`src/rtl/rps_pkg.sv`:
```
// Constants for the receive-port remote status register group
package rps_pkg;
   // Register offsets on the local register port
   localparam logic [7:0] ADDR_VOLT_LEVELS = 8'h52;
   localparam logic [7:0] ADDR_TEMP_LEVEL = 8'h53;
   localparam logic [7:0] ADDR_CSI_FLAGS = 8'h54;
   localparam logic [7:0] ADDR_PAR_HIGH = 8'h55;
   localparam logic [7:0] ADDR_PAR_LOW = 8'h56;
   localparam logic [7:0] ADDR_BIST_COUNT = 8'h57;
   // Field positions
   localparam int VOLT_B_LSB = 4;
   localparam int VOLT_A_LSB = 0;
   localparam int TEMP_LSB = 0;
   localparam int CSI_FLAG_LSB = 0;
   localparam int PAR_UPPER_LSB = 8;
   // Field widths
   localparam int LEVEL_W = 3;
   localparam int CSI_FLAG_W = 5;
   localparam int PAR_CNT_W = 16;
   localparam int BIST_CNT_W = 8;
   // Values after reset
   localparam logic [2:0] LEVEL_RST = 3'h0;
   localparam logic [4:0] CSI_FLAG_RST = 5'h00;
   localparam logic [15:0] PAR_CNT_RST = 16'h0000;
   localparam logic [7:0] BIST_CNT_RST = 8'h00;
   localparam logic [7:0] RD_DATA_RST = 8'h00;
   // Register selector, one-hot
   typedef enum logic [6:0] {
      RPS_SEL_NONE = 7'h01,
      RPS_SEL_VOLT = 7'h02,
      RPS_SEL_TEMP = 7'h04,
      RPS_SEL_CSI = 7'h08,
      RPS_SEL_PARH = 7'h10,
      RPS_SEL_PARL = 7'h20,
      RPS_SEL_BIST = 7'h40
   } rps_sel_t;
endpackage

```
`src/rtl/rps_parity_counter.sv`:
```
// Link parity error counter of one receive port
`timescale 1ns/1ps
module rps_parity_counter #(
   parameter int CNT_W = rps_pkg::PAR_CNT_W
)
(
   input wire logic clk,
   input wire logic sys_rst,
   input wire logic lockDetect,
   input wire logic parityErr,
   input wire logic readClear,
   output logic [CNT_W-1:0] count
);
   logic [CNT_W-1:0] count_r;
   logic [CNT_W-1:0] count_nxt;
   logic [CNT_W-1:0] base;
   logic lockPrev_r;
   logic lockRise;

   // Edge of newly detected lock
   assign lockRise = lockDetect & ~lockPrev_r;

   // Restart on lock or low-byte read; a new error still counts
   always_comb
   begin
      base = (lockRise | readClear) ? CNT_W'(0) : count_r;
      count_nxt = base;
      if (parityErr && (base != {CNT_W{1'b1}})) // Saturates at all ones
      begin
         count_nxt = base + CNT_W'(1);
      end
   end

   // Lock history
   always_ff @(posedge clk)
   begin
      if (sys_rst)
         lockPrev_r <= 1'b0;
      else
         lockPrev_r <= lockDetect;
   end

   // Counter state
   always_ff @(posedge clk)
   begin
      if (sys_rst)
         count_r <= rps_pkg::PAR_CNT_RST;
      else
         count_r <= count_nxt;
   end

   assign count = count_r;
endmodule

```
`src/rtl/rps_port_status.sv`:
```
// Mirrored remote sensor status and self-test count of one port
`timescale 1ns/1ps
module rps_port_status
(
   input wire logic clk,
   input wire logic sys_rst,
   input wire logic fcStatusValid,
   input wire logic [2:0] fcVoltLevelA,
   input wire logic [2:0] fcVoltLevelB,
   input wire logic [2:0] fcTempLevel,
   input wire logic [4:0] fcCsiFlags,
   input wire logic bistStart,
   input wire logic bistErr,
   output logic [2:0] remoteVoltageLevelA,
   output logic [2:0] remoteVoltageLevelB,
   output logic [2:0] remoteTempLevel,
   output logic [4:0] remoteCsiFlags,
   output logic [7:0] bistCount
);
   logic [2:0] voltA_r;
   logic [2:0] voltB_r;
   logic [2:0] temp_r;
   logic [4:0] csi_r;
   logic [7:0] bist_r;
   logic [7:0] bistBase;

   // Load from the forward channel only, never from software
   always_ff @(posedge clk)
   begin
      if (sys_rst)
      begin
         voltA_r <= rps_pkg::LEVEL_RST;
         voltB_r <= rps_pkg::LEVEL_RST;
         temp_r <= rps_pkg::LEVEL_RST;
         csi_r <= rps_pkg::CSI_FLAG_RST;
      end
      else if (fcStatusValid)
      begin
         voltA_r <= fcVoltLevelA;
         voltB_r <= fcVoltLevelB;
         temp_r <= fcTempLevel;
         csi_r <= fcCsiFlags;
      end
   end

   // Self-test error count, restarted by a new test, saturating
   assign bistBase = bistStart ? 8'h00 : bist_r;
   always_ff @(posedge clk)
   begin
      if (sys_rst)
         bist_r <= rps_pkg::BIST_CNT_RST;
      else if (bistErr && (bistBase != 8'hFF))
         bist_r <= bistBase + 8'h01;
      else
         bist_r <= bistBase;
   end

   assign remoteVoltageLevelA = voltA_r;
   assign remoteVoltageLevelB = voltB_r;
   assign remoteTempLevel = temp_r;
   assign remoteCsiFlags = csi_r;
   assign bistCount = bist_r;
endmodule

```
`src/rtl/rps_remote_status_regs.sv`:
```
// Per-port remote status register group behind the local register port
// Functional notes
// - Each register exists per port; accesses reach the port-select copy.
// - Sensor status loads from forward channel only, never by software.
// - Second sensor register bits 6:4 hold remote voltage level B.
// - Second sensor register bits 2:0 hold remote voltage level A.
// - Third sensor register bits 2:0 hold temperature level; 7:3 reserved.
// - Fourth sensor register bits 4:0 hold the five remote CSI-2 flags.
// - Count link parity errors in 16 bits, high and low bytes apart.
// - Parity counter restarts on new lock and on low-byte read.
// - Reading low byte also clears high byte; read high byte first.
// - Low byte register clears as a side effect of its read.
// - Read-only byte reports selected port's self-test error count.
`timescale 1ns/1ps
module rps_remote_status_regs #(
   parameter int NUM_PORTS = 4,
   parameter int SEL_W = 2
)
(
   input wire logic clk,
   input wire logic sys_rst,
   input wire logic [SEL_W-1:0] portSelect,
   input wire logic [7:0] regAddr,
   input wire logic regRdEn,
   input wire logic regWrEn,
   input wire logic [NUM_PORTS-1:0] fcStatusValid,
   input wire logic [NUM_PORTS*3-1:0] fcVoltLevelA,
   input wire logic [NUM_PORTS*3-1:0] fcVoltLevelB,
   input wire logic [NUM_PORTS*3-1:0] fcTempLevel,
   input wire logic [NUM_PORTS*5-1:0] fcCsiFlags,
   input wire logic [NUM_PORTS-1:0] lockDetect,
   input wire logic [NUM_PORTS-1:0] parityErr,
   input wire logic [NUM_PORTS-1:0] bistStart,
   input wire logic [NUM_PORTS-1:0] bistErr,
   output logic [7:0] regRdData,
   output logic regRdValid,
   output logic regHit
);
   // Per-port views
   logic [2:0] voltA [NUM_PORTS];
   logic [2:0] voltB [NUM_PORTS];
   logic [2:0] tempLvl [NUM_PORTS];
   logic [4:0] csiFlags [NUM_PORTS];
   logic [7:0] bistCnt [NUM_PORTS];
   logic [15:0] parCnt [NUM_PORTS];
   logic [NUM_PORTS-1:0] parReadClear;
   // Per-port register images, reserved bits already zero
   logic [7:0] imgVolt [NUM_PORTS];
   logic [7:0] imgTemp [NUM_PORTS];
   logic [7:0] imgCsi [NUM_PORTS];
   logic [7:0] imgParHigh [NUM_PORTS];
   logic [7:0] imgParLow [NUM_PORTS];
   logic [7:0] imgBist [NUM_PORTS];
   logic [NUM_PORTS-1:0] portHot;

   rps_pkg::rps_sel_t regSel;
   logic portValid;
   logic [7:0] rdMux;
   logic [7:0] regRdData_r;
   logic [7:0] regRdData_nxt;
   logic regRdValid_r;
   logic regHit_r;
   logic regHit_nxt;
   // Access qualifiers and selected-port images
   logic rdAccess;
   logic wrAccess;
   logic lowRead;
   logic [7:0] selVolt;
   logic [7:0] selTemp;
   logic [7:0] selCsi;
   logic [7:0] selParHigh;
   logic [7:0] selParLow;
   logic [7:0] selBist;

   // Offset decode into a one-hot selector
   function automatic rps_pkg::rps_sel_t decodeAddr(input logic [7:0] addr);
      case (addr)
         rps_pkg::ADDR_VOLT_LEVELS: decodeAddr = rps_pkg::RPS_SEL_VOLT;
         rps_pkg::ADDR_TEMP_LEVEL: decodeAddr = rps_pkg::RPS_SEL_TEMP;
         rps_pkg::ADDR_CSI_FLAGS: decodeAddr = rps_pkg::RPS_SEL_CSI;
         rps_pkg::ADDR_PAR_HIGH: decodeAddr = rps_pkg::RPS_SEL_PARH;
         rps_pkg::ADDR_PAR_LOW: decodeAddr = rps_pkg::RPS_SEL_PARL;
         rps_pkg::ADDR_BIST_COUNT: decodeAddr = rps_pkg::RPS_SEL_BIST;
         default: decodeAddr = rps_pkg::RPS_SEL_NONE;
      endcase
   endfunction

   // Place a narrow field in a byte, other bits zero
   function automatic logic [7:0] placeField(input logic [7:0] field,
                                             input int lsb);
      placeField = 8'(field << lsb);
   endfunction

   // Voltage byte: level B in 6:4, level A in 2:0
   function automatic logic [7:0] packVolt(input logic [2:0] lvlB,
                                           input logic [2:0] lvlA);
      packVolt = placeField({5'h00, lvlB}, rps_pkg::VOLT_B_LSB)
               | placeField({5'h00, lvlA}, rps_pkg::VOLT_A_LSB);
   endfunction

   // Temperature byte: level in 2:0, upper bits reserved
   function automatic logic [7:0] packTemp(input logic [2:0] lvl);
      packTemp = placeField({5'h00, lvl}, rps_pkg::TEMP_LSB);
   endfunction

   // Flag byte: five remote CSI-2 flags, upper bits reserved
   function automatic logic [7:0] packCsi(input logic [4:0] flags);
      packCsi = placeField({3'h0, flags}, rps_pkg::CSI_FLAG_LSB);
   endfunction

   // True for any offset of this group
   function automatic logic isMapped(input rps_pkg::rps_sel_t sel);
      isMapped = (sel != rps_pkg::RPS_SEL_NONE);
   endfunction

   // One-hot port decode; an out-of-range select picks no port
   function automatic logic [NUM_PORTS-1:0] portDecode(
      input logic [SEL_W-1:0] sel);
      portDecode = '0;
      for (int i = 0; i < NUM_PORTS; i++)
      begin
         if (32'(sel) == i)
         begin
            portDecode[i] = 1'b1;
         end
      end
   endfunction

   assign regSel = decodeAddr(regAddr);
   assign portValid = (32'(portSelect) < NUM_PORTS);
   assign portHot = portDecode(portSelect);

   // Access qualifiers; a write only ever raises the hit flag
   assign rdAccess = regRdEn && isMapped(regSel) && portValid;
   assign wrAccess = regWrEn && isMapped(regSel) && portValid;
   assign lowRead = rdAccess && (regSel == rps_pkg::RPS_SEL_PARL);

   // One status copy and one parity counter per port
   for (genvar p = 0; p < NUM_PORTS; p++)
   begin : gPort
      rps_port_status uStatus (
         .clk(clk),
         .sys_rst(sys_rst),
         .fcStatusValid(fcStatusValid[p]),
         .fcVoltLevelA(fcVoltLevelA[p*3 +: 3]),
         .fcVoltLevelB(fcVoltLevelB[p*3 +: 3]),
         .fcTempLevel(fcTempLevel[p*3 +: 3]),
         .fcCsiFlags(fcCsiFlags[p*5 +: 5]),
         .bistStart(bistStart[p]),
         .bistErr(bistErr[p]),
         .remoteVoltageLevelA(voltA[p]),
         .remoteVoltageLevelB(voltB[p]),
         .remoteTempLevel(tempLvl[p]),
         .remoteCsiFlags(csiFlags[p]),
         .bistCount(bistCnt[p])
      );

      // Low-byte read of this port clears its whole counter
      assign parReadClear[p] = lowRead && portHot[p];

      rps_parity_counter #(
         .CNT_W(rps_pkg::PAR_CNT_W)
      ) uParity (
         .clk(clk),
         .sys_rst(sys_rst),
         .lockDetect(lockDetect[p]),
         .parityErr(parityErr[p]),
         .readClear(parReadClear[p]),
         .count(parCnt[p])
      );

      // Byte images of this port's registers
      assign imgVolt[p] = packVolt(voltB[p], voltA[p]);
      assign imgTemp[p] = packTemp(tempLvl[p]);
      assign imgCsi[p] = packCsi(csiFlags[p]);
      assign imgParHigh[p] = parCnt[p][rps_pkg::PAR_UPPER_LSB +: 8];
      assign imgParLow[p] = parCnt[p][7:0];
      assign imgBist[p] = bistCnt[p];
   end

   // Sensor images of the selected port; no port reads as zero
   always_comb
   begin
      selVolt = 8'h00;
      selTemp = 8'h00;
      selCsi = 8'h00;
      for (int i = 0; i < NUM_PORTS; i++)
      begin
         if (portHot[i])
         begin
            selVolt = imgVolt[i];
            selTemp = imgTemp[i];
            selCsi = imgCsi[i];
         end
      end
   end

   // Parity counter bytes of the selected port
   always_comb
   begin
      selParHigh = 8'h00;
      selParLow = 8'h00;
      for (int i = 0; i < NUM_PORTS; i++)
      begin
         if (portHot[i])
         begin
            selParHigh = imgParHigh[i];
            selParLow = imgParLow[i];
         end
      end
   end

   // Self-test count of the selected port
   always_comb
   begin
      selBist = 8'h00;
      for (int i = 0; i < NUM_PORTS; i++)
      begin
         if (portHot[i])
         begin
            selBist = imgBist[i];
         end
      end
   end

   // Combinational read mux ahead of the read data register; unmapped offsets read zero
   always_comb
   begin
      rdMux = 8'h00;
      case (regSel)
         rps_pkg::RPS_SEL_VOLT:
         begin
            rdMux = selVolt;
         end
         rps_pkg::RPS_SEL_TEMP:
         begin
            rdMux = selTemp;
         end
         rps_pkg::RPS_SEL_CSI:
         begin
            rdMux = selCsi;
         end
         rps_pkg::RPS_SEL_PARH:
         begin
            rdMux = selParHigh;
         end
         rps_pkg::RPS_SEL_PARL:
         begin
            rdMux = selParLow;
         end
         rps_pkg::RPS_SEL_BIST:
         begin
            rdMux = selBist;
         end
         default:
         begin
            rdMux = 8'h00;
         end
      endcase
   end

   // Next read data: held until the next read
   always_comb
   begin
      regRdData_nxt = regRdData_r;
      if (regRdEn)
      begin
         regRdData_nxt = rdMux;
      end
   end

   // Acknowledge any access to a mapped offset of a valid port; writes change nothing
   assign regHit_nxt = rdAccess | wrAccess;

   // Registered read data
   always_ff @(posedge clk)
   begin
      if (sys_rst)
         regRdData_r <= rps_pkg::RD_DATA_RST;
      else
         regRdData_r <= regRdData_nxt;
   end

   // Read strobe, one cycle after the request
   always_ff @(posedge clk)
   begin
      if (sys_rst)
         regRdValid_r <= 1'b0;
      else
         regRdValid_r <= regRdEn;
   end

   // Hit flag, one cycle after a mapped access
   always_ff @(posedge clk)
   begin
      if (sys_rst)
         regHit_r <= 1'b0;
      else
         regHit_r <= regHit_nxt;
   end

   assign regRdData = regRdData_r;
   assign regRdValid = regRdValid_r;
   assign regHit = regHit_r;
endmodule

```
`config.mk`:
```
export PLATFORM = sky130hd
export DESIGN_NAME = rps_remote_status_regs
export DESIGN_NICKNAME = d
export VERILOG_FILES = /design/src/rtl/rps_pkg.sv /design/src/rtl/rps_parity_counter.sv /design/src/rtl/rps_port_status.sv /design/src/rtl/rps_remote_status_regs.sv
export SDC_FILE = /design/constraint.sdc
export NUM_CORES = 1
export LEC_CHECK = 0
export BUFFER_PORTS_ARGS = -buffer_cell sky130_fd_sc_hd__buf_2
export CAP_MARGIN = 10
export CELL_PAD_IN_SITES_DETAIL_PLACEMENT = 0
export CELL_PAD_IN_SITES_GLOBAL_PLACEMENT = 2
export CORE_MARGIN = 8
export CORE_UTILIZATION = 40
export DETAILED_ROUTE_END_ITERATION = 6
export GPL_TIMING_DRIVEN = 0
export PLACE_DENSITY_LB_ADDON = 0.1
export SYNTH_ARGS = -nofsm -noshare
export SYNTH_HDL_FRONTEND = slang
export SYNTH_SLANG_ARGS = --single-unit
```
`constraint.sdc`:
```
create_clock -name clk -period 3.4 [get_ports clk]
set_input_delay 0.17 -clock clk [delete_from_list [all_inputs] [get_ports clk]]
set_output_delay 0.17 -clock clk [all_outputs]
set_load 0.02 [all_outputs]
```
==> flow_metrics.py, run 1 <==
metrics = {
    "worst_setup_path": {
        "worstRegToRegCells": 10,
        "cp-end-kind": "flop",
        "cp.depth": 12,
        "critical_path.cell_chain": "dlygate4sd3_1 > buf_4 > and4bb_2 > a21oi_1 > and2_1 > ha_1 > and3_1 > nand4b_1 > clkbuf_1 > nand4_1 > xor2_1 > nor2_1",
        "startpoint": "regAddr[3]",
        "r2r_end": "gPort[0].uParity.count[9]",
        "path_max_fanout": 10,
        "r2r_slack_ps": 720,
        "slowest_delay_ps": 640,
        "worstPathRequired_ps": 3730,
        "endpoint": "gPort[0].uParity.count[9]",
        "worstPathArrival_ps": 3350,
        "cp_top_family": "simple AND/OR/NAND/NOR gates",
        "crit_buf_inv": 3,
        "crit_type": "in -> reg",
        "r2r_start": "gPort[0].uParity.lockPrev_r",
        "start_kind": "input pin",
        "crit_path_top_delay_cell": "a21oi_1",
    },
    "clocking": {
        "clkLatencyLatePin_ps": 440,
        "cts_setup_buffers": 0,
        "cts_tree": "yes",
        "cts.reportedPaths.clkPinSlew_ps": 70,
        "ctsHtreeMaxLevel": 4,
        "cts_buffer_depth": 2,
        "cts_hold_buf": 56,
        "ctsRootBufferMaster": "clkbuf_16",
        "cts_buffers": 17,
        "cts_resized": 0,
        "clock_sinks": 166,
    },
    "sta": {
        "timing.final.crit_share_pct": 88.99,
        "slew_viol_final": 0,
        "setup_violations": 0,
        "max_freq_mhz": 330.5,
        "finalCriticalPeriod_ps": 3026,
        "grt_setup_unrepaired": "no",
        "finalSetupTns_ps": 0,
        "relSlewSlack_pct": 37.83,
        "tightestPinTransition_ps": 932.5,
        "hold_violations": 0,
        "hold_ws_ps": 20.34,
        "worst_clock_skew_ps": 8.458,
    },
    "route": {
        "finalWirelength_mm": 28.13,
        "detail_route.wl_per_cell_um": 20.35,
        "ant_nets": 0,
        "dr.pass1.iters": 6,
        "vias": 7595,
        "drtIter0Drc": 471,
        "viasPerCell": 5.496,
        "drc": 0,
    },
    "power_and_ir_drop": {
        "peakVddDrop_v": 0.0002958,
        "finalPower_uw": 4578,
        "p_leak_uw": 0.004094,
        "powerDensity_nw_per_um2": 427.1,
    },
    "global_routing": {
        "grt_pass1_wl_mm": 43.39,
        "grt_max_degree": 20,
        "antenna_found_initial": 0,
        "overflow": 0,
        "grt_pass1_vias": 7477,
        "grt_usage_pct": 21.31,
    },
    "floorplanning": {
        "die_area_um2": 26800,
        "die_h_um": 163.7,
        "core_area_um2": 21620,
        "io_pins": 100,
        "rows": 54,
        "start_util_pct": 40.36,
        "fp.dieW_um": 163.7,
    },
    "placement": {
        "gp_congestion": 0.8338,
        "io_buffers": 88,
        "dp_hpwl_mm": 21.33,
    },
    "layout": {
        "num-nets-final": 1187,
        "antenna_cells": 0,
        "syn2layout_area_growth_pct": 22.82,
        "drive_gt1_share_pct": 18.06,
    },
    "yosys": {
        "synth_fp_nets": 1023,
        "synth_top_area_cell": "dfxtp_1",
        "synth_cell_types": 73,
        "syn_area_um2": 8727,
        "synthCells": 925,
        "yosysTopAreaCellShare_pct": 38.08,
        "ys_ff_latch": 166,
        "synthArstFlopShare_pct": 0,
        "yosysWarnings": 0,
        "synth.most_common_cell": "dfxtp_1",
        "synth_edf_count": 0,
        "avgSynthCellArea_um2": 9.435,
        "ys_top_cells_by_count": "dfxtp_1 (166), nor2_1 (135), mux2i_1 (68), nand2_1 (54), mux4_2 (37)",
        "synth_ff_type": "dfxtp_1",
        "synth_seq_area_share_pct": 38.08,
        "synth_area_leaders": "dfxtp_1 (38%), mux4_2 (9.5%), mux2i_1 (7.8%), nor2_1 (5.8%), xnor2_1 (3.3%)",
    },
    "worst_hold_path": {
        "hold_class": "in -> reg",
    },
    "run_status": {
        "status": "completed",
    },
    "job": {
        "max_cap_violations": 0,
    },
}
-- flip-flops by register name (all words and copies together), names as in the netlist --
signal,cells
gPort.uParity.count,64
gPort.uStatus.bistCount,32
gPort.uStatus.remoteCsiFlags,20
gPort.uStatus.remoteTempLevel,12
gPort.uStatus.remoteVoltageLevelA,12
gPort.uStatus.remoteVoltageLevelB,12
regRdData,8
gPort.uParity.lockPrev_r,4
regHit,1
regRdValid,1
-- report_power, final --
part           internal (uW)  switching [uW]  leakage, uW  total (uW)
combinational            227             255      0.00243         482
sequential              2000            39.3      0.00135        2040
clock                   1070             982     0.000307        2060
total                   3300            1280      0.00409        4580
-- metal layers --
metal / global-route usage (%) / up-vias / share of wire [%]
met2: 37.51 / 163 / 51
met4: 6.653 / 0 / 2.0
met5: 0 / - / 0
li1: - / 3713 / -
met1: 26.14 / 3695 / 44
met3: 3.559 / 24 / 3.7
-- cell families (layout without fill, tap and decap cells) --
family	Yosys count	count (layout)	synth area share, %
buf+inv	62	239	3.197
fa+ha+maj	8	8	1.147
mux	114	114	18.68
flops	166	166	38.08
compound gates	113	113	8.559
simple gates	410	410	25.12
xor+xnor	52	52	5.219
-- layout make-up --
type                            instances  area [um^2]
Multi-Input combinational cell        697         5125
Clock inverter                         15        205.2
Inverter                               15        56.30
Timing Repair Buffer                  145         1011
Tap cell                              280        350.3
Buffer                                 47        222.7
Clock buffer                           17        425.4
Sequential cell                       166         3323
Fill cell                            2095        10900
-- worst min-delay path by stage --
stage / start / endpoint / cells past startpoint
finish: fcVoltLevelB[4] / gPort[1].uStatus.remoteVoltageLevelB[1] / 3
floorplan: lockDetect[0] / gPort[0].uParity.lockPrev_r / 1
CTS: bistErr[3] / gPort[3].uStatus.bistCount[2] / 3
global placement: lockDetect[3] / gPort[3].uParity.lockPrev_r / 2
detailed placement: lockDetect[3] / gPort[3].uParity.lockPrev_r / 2
global route: fcCsiFlags[3] / gPort[0].uStatus.remoteCsiFlags[3] / 3
-- tightest hold or removal path: stages --
cell and delay (ps):
buf_2 100, mux2i_1 70, nor2_1 80
-- layout by cell type, fill, tap and decap left out, types with 5 or more instances in the layout --
cell type      instances
dfxtp_1              166
nor2_1               135
buf_2                 98
mux2i_1               68
dlygate4sd3_1         57
nand2_1               54
mux4_2                37
a21oi_1               36
xnor2_1               33
nand4_1               31
clkbuf_1              30
nor3_1                29
nand3_1               28
o21ai_0               25
nor2b_1               23
and3_1                20
nand2b_1              19
xor2_1                19
or3_1                 17
clkbuf_16             17
inv_1                 14
and4_1                10
mux2_2                 8
ha_1                   8
nor4_1                 7
nand3b_1               6
inv_8                  6
buf_4                  5
a31oi_1                5
a211oi_1               5
a311oi_1               5
clkinv_8               5
-- metrics by stage --
step	area (um^2)	utilization, %	cells	setup slack, ps
2_1_floorplan	8727	-	925	996.0
3_3_place_gp	9518	44.02	1293	139.9
3_5_place_dp	9518	44.02	1293	84.00
4_1_cts	10710	49.53	1381	343.0
5_1_grt	10720	49.58	1382	108.5
6_report	10720	49.58	1382	374.3
Power figures use the tool's default switching activity.
==> inputs of run 2 (changes only) <==
--- a/config.mk
+++ b/config.mk
@@ -9,7 +9,7 @@
 export CAP_MARGIN = 10
 export CELL_PAD_IN_SITES_DETAIL_PLACEMENT = 0
 export CELL_PAD_IN_SITES_GLOBAL_PLACEMENT = 2
-export CORE_MARGIN = 8
+export CORE_MARGIN = 2
 export CORE_UTILIZATION = 40
 export DETAILED_ROUTE_END_ITERATION = 6
 export GPL_TIMING_DRIVEN = 0
==> flow_metrics.py, run 2 (synthesis gave the netlist of run 1 again) <==
metrics = {
    "run_status": {
        "status": "completed",
    },
    "layout": {
        "num-nets-final": 1189,
        "mostFrequentLayoutCells": "dfxtp_1 (166), nor2_1 (135), buf_2 (98)",
        "final_common_cell": "dfxtp_1",
        "largest_reg_flops": 64,
        "regArea_um2": 3323,
        "syn2layout_area_growth_pct": 23.00,
        "nFillCells": 2060,
        "antenna_cells": 0,
        "drive_gt1_share_pct": 18.03,
        "multi_input_area_um2": 5125,
    },
    "sta": {
        "finalSetupTns_ps": 0,
        "finalCriticalPeriod_ps": 2999,
        "worst_clock_skew_ps": 13.27,
        "grt_setup_unrepaired": "no",
        "hold_violations": 0,
        "layout_setup_ws_ps": 401.3,
        "setup_violations": 0,
        "slew_viol_final": 0,
        "relSlewSlack_pct": 40.47,
        "max_freq_mhz": 333.5,
        "timing.final.crit_share_pct": 88.20,
        "tightestPinTransition_ps": 885.5,
    },
    "route": {
        "dr_wl_met3_mm": 1.125,
        "dr.pass1.iters": 5,
        "detail_route.wl_per_cell_um": 19.87,
        "finalWirelength_mm": 27.51,
        "top_layer": "met4",
        "viasPerCell": 5.465,
        "vias": 7563,
        "drc": 0,
        "ant_nets": 0,
        "drt-met1-wl_mm": 12.18,
        "drtIter0Drc": 353,
        "wl_met2_mm": 13.70,
    },
    "placement": {
        "dp_hpwl_mm": 20.64,
        "place_ws_ps": 174.5,
        "io_buffers": 88,
        "gp_congestion": 0.8191,
    },
    "worst_setup_path": {
        "start_kind": "input pin",
        "crit_buf_inv": 3,
        "cp-end-kind": "flop",
        "crit_path_top_delay_cell": "a21oi_1",
        "crit_type": "in -> reg",
        "worstPathArrival_ps": 3330,
        "critical_path.cell_chain": "dlygate4sd3_1 > buf_4 > and4bb_2 > a21oi_1 > and2_1 > ha_1 > and3_1 > nand4b_1 > clkbuf_1 > nand4_1 > xor2_1 > nor2_1",
        "cp_top_family": "simple AND/OR/NAND/NOR gates",
        "worstPathRequired_ps": 3730,
        "slowest_delay_ps": 620,
        "path_max_fanout": 10,
    },
    "clocking": {
        "cts_hold_buf": 57,
        "ctsHtreeMaxLevel": 4,
        "clock_sinks": 166,
        "clkLatencyLatePin_ps": 450,
        "cts_buffers": 17,
        "cts.reportedPaths.clkPinSlew_ps": 70,
        "cts_buffer_depth": 2,
        "cts_setup_buffers": 0,
        "cts_tree": "yes",
        "cts_resized": 0,
        "ctsRootBufferMaster": "clkbuf_16",
    },
    "global_routing": {
        "antenna_found_initial": 0,
        "grt_pass1_vias": 7063,
        "grt_pass1_wl_mm": 41.84,
        "grt_max_degree": 21,
        "grt_usage_pct": 24.58,
        "overflow": 0,
    },
    "floorplanning": {
        "core_area_um2": 21620,
        "start_util_pct": 40.36,
        "die_h_um": 151.7,
        "rows": 54,
        "io_pins": 100,
        "fp.dieW_um": 151.7,
        "die_area_um2": 23020,
    },
    "power_and_ir_drop": {
        "p_leak_uw": 0.004093,
        "powerDensity_nw_per_um2": 423.9,
        "peakVddDrop_v": 0.0003435,
    },
    "worst_hold_path": {
        "hold_class": "in -> reg",
    },
    "job": {
        "max_cap_violations": 0,
    },
}
## run 2: cell types whose count changed in the layout (fill, tap and decap cells not counted)
cell,previous run,this run
bufinv_16,1,0
clkinv_4,2,0
clkinv_8,5,7
clkinvlp_4,0,1
dlygate4sd3_1,57,59
inv_12,0,1
inv_6,1,2
inv_8,6,4
## run 2: cell type report
type | instances | area share (%)
buffer | 47 | 2.075
clock buffer | 17 | 3.963
clock inverter | 15 | 1.865
inverter | 15 | 0.5245
multi-input combinational | 697 | 47.74
sequential | 166 | 30.96
tap | 280 | 3.264
timing repair buffer | 147 | 9.605
## run 2: worst paths after layout
kind,from,endpoint,slack (ps),depth (start not counted)
max,regAddr[3],gPort[0].uParity.count[11],400,12
min,fcVoltLevelB[9],gPort[3].uStatus.remoteVoltageLevelB[0],10,3
max reg2reg,gPort[0].uParity.lockPrev_r,gPort[0].uParity.count[11],760,10
min reg2reg,gPort[0].uStatus.remoteVoltageLevelB[1],gPort[0].uStatus.remoteVoltageLevelB[1],500,2
## run 2: worst min-delay path, stage by stage
cell and delay, ps:
buf_2 90, mux2i_1 70, nor2_1 80
## run 2: report_power, final
group	internal, uW	switching (uW)	leakage (uW)
clock network	1010	1010	0.000298
logic	228	255	0.00244
registers	2000	39.5	0.00135
total	3240	1310	0.00409
## run 2: routing by layer
layer / track usage, % / vias up
met1: 31.54 / 3639
met3: 4.760 / 30
met5: 0 / -
met2: 42.59 / 169
met4: 6.111 / 0
li1: - / 3725
## run 2: metrics by stage
stage                     std cells  util, %  cell area (um^2)  hold slack (ps)  power [uW]
after floorplan                 925        -              8727            298.2        2344
after global placement         1293    44.02              9518            401.5        2518
after detailed placement       1293    44.02              9518            404.9        2519
after CTS                      1382    49.55             10710           0.8323        4582
after global routing           1384    49.65             10730            1.665        4700
final                          1384    49.65             10730            14.32        4550
==> inputs of run 3 (changes only) <==
==> constraint.sdc (replaced) <==
create_clock -name clk -period 3.4 [get_ports clk]
set_input_delay 0 -clock clk [delete_from_list [all_inputs] [get_ports clk]]
set_output_delay 0 -clock clk [all_outputs]
set_load 0.1 [all_outputs]
==> flow_metrics.py, run 3 (synthesis gave the netlist of run 1 again) <==
metrics = {
    "run_status": {
        "status": "completed",
    },
    "global_routing": {
        "grt_pass1_vias": 7243,
        "grt_max_degree": 21,
        "grt_usage_pct": 24.93,
        "antenna_found_initial": 0,
        "grt_pass1_wl_mm": 42.40,
        "overflow": 0,
    },
    "route": {
        "drtIter0Drc": 398,
        "detail_route.wl_per_cell_um": 19.88,
        "viasPerCell": 5.446,
        "finalWirelength_mm": 27.90,
        "dr.pass1.iters": 5,
        "ant_nets": 0,
        "vias": 7641,
        "drt-met1-wl_mm": 12.03,
        "wl_met2_mm": 14.01,
        "drc": 0,
        "top_layer": "met4",
        "dr_wl_met3_mm": 1.269,
    },
    "clocking": {
        "cts_setup_buffers": 0,
        "cts_resized": 0,
        "ctsRootBufferMaster": "clkbuf_16",
        "cts_buffers": 17,
        "cts_buffer_depth": 2,
        "clock_sinks": 166,
        "clkLatencyLatePin_ps": 450,
        "cts.reportedPaths.clkPinSlew_ps": 80,
        "cts_tree": "yes",
        "ctsHtreeMaxLevel": 4,
    },
    "power_and_ir_drop": {
        "powerDensity_nw_per_um2": 421.0,
        "p_leak_uw": 0.004170,
        "finalPower_uw": 4599,
        "clock_power_share_pct": 44.0,
        "p_int_uw": 3258,
        "swShare_pct": 29.17,
        "p_switching_uw": 1341,
        "p_comb_share_pct": 11.6,
        "peakVddDrop_v": 0.0003435,
        "seq_power_share_pct": 44.4,
    },
    "layout": {
        "largest_reg_flops": 64,
        "drive_gt1_share_pct": 17.72,
        "antenna_cells": 0,
        "regArea_um2": 3323,
        "final_util_pct": 50.53,
        "num-nets-final": 1208,
        "multi_input_area_um2": 5125,
        "syn2layout_area_growth_pct": 25.18,
        "final_common_cell": "dfxtp_1",
        "nFillCells": 2037,
        "mostFrequentLayoutCells": "dfxtp_1 (166), nor2_1 (135), buf_2 (98)",
    },
    "floorplanning": {
        "io_pins": 100,
        "core_area_um2": 21620,
        "rows": 54,
        "start_util_pct": 40.36,
        "die_area_um2": 23020,
        "die_h_um": 151.7,
        "fp.dieW_um": 151.7,
    },
    "placement": {
        "gp_congestion": 0.8191,
        "place_ws_ps": 344.5,
        "io_buffers": 88,
        "dp_hpwl_mm": 20.64,
    },
    "sta": {
        "hold_ws_ps": 12.42,
        "finalCriticalPeriod_ps": 2813,
        "tightestPinTransition_ps": 894.8,
        "hold_violations": 0,
        "worst_clock_skew_ps": 14.56,
        "layout_setup_ws_ps": 586.5,
        "slew_viol_final": 0,
        "grt_setup_unrepaired": "no",
        "max_freq_mhz": 355.4,
        "finalSetupTns_ps": 0,
        "timing.final.crit_share_pct": 82.75,
        "setup_violations": 0,
        "relSlewSlack_pct": 40.35,
    },
    "worst_hold_path": {
        "hp-start": "fcStatusValid[3]",
        "min_to": "gPort[3].uStatus.remoteVoltageLevelB[2]",
        "whs_path_depth": 3,
        "hold_class": "in -> reg",
    },
    "worst_setup_path": {
        "r2r_end": "gPort[0].uParity.count[11]",
        "cp-end-kind": "flop",
        "critical_path.cell_chain": "dlygate4sd3_1 > buf_4 > and4bb_2 > a21oi_1 > and2_1 > ha_1 > and3_1 > nand4b_1 > clkbuf_1 > nand4_1 > xor2_1 > nor2_1",
        "crit_path_top_delay_cell": "a21oi_1",
        "start_kind": "input pin",
        "path_max_fanout": 10,
        "crit_type": "in -> reg",
        "r2r_slack_ps": 780,
        "worstRegToRegCells": 10,
        "worstPathRequired_ps": 3730,
        "slowest_delay_ps": 610,
        "worstPathArrival_ps": 3140,
        "r2r_start": "gPort[0].uParity.lockPrev_r",
    },
    "job": {
        "max_cap_violations": 0,
    },
}
[run 3: how the worst max path moves through the flow]
stage,startpoint,end,cells after the start
after floorplan,regAddr[3],gPort[3].uParity.count[15],11
after detailed placement,portSelect[1],gPort[0].uParity.count[7],12
after global placement,portSelect[1],gPort[0].uParity.count[13],12
after global routing,regAddr[3],gPort[0].uParity.count[11],12
final,regAddr[3],gPort[0].uParity.count[11],12
after CTS,regAddr[3],gPort[0].uParity.count[11],12
[run 3: repair_timing]
action                                  4_1_cts  5_1_grt
hold endpoints to repair                     76        0
endpoints found under the setup margin        0        0
hold buffers                                 78        0
[run 3: cell type report]
class,count,share of cell area (%)
Multi-Input combinational cell,697,46.91
Sequential cell,166,30.42
Timing Repair Buffer,166,11.18
Clock buffer,17,3.894
Tap cell,280,3.207
Buffer,47,2.039
Clock inverter,15,1.833
Inverter,15,0.5154
[run 3: critical path, delay by kind of cell]
family          cells  cell delay [ps]
xor+xnor            1              160
simple gates        6             1170
compound gates      1              610
buf+inv             3              980
fa+ha+maj           1              200
[run 3: metrics by stage]
stage	instances	area [um^2]
CTS	1403	10920
global placement	1293	9518
floorplan	925	8727
finish	1403	10920
global route	1403	10920
detailed placement	1293	9518
[run 3: power by group through the flow]
stage | Clock (uW) | Combinational, uW | Sequential (uW)
floorplan | 0 | 268 | 2110
global route | 2130 | 578 | 2050
detailed placement | 0 | 464 | 2090
global placement | 0 | 464 | 2090
finish | 2020 | 535 | 2040
CTS | 2060 | 536 | 2040
[run 3: per-layer routing]
metal | GRT usage, % | vias up
met2 | 43.38 | 180
met5 | 0 | -
li1 | - | 3763
met4 | 6.944 | 0
met3 | 4.671 | 34
met1 | 31.63 | 3664
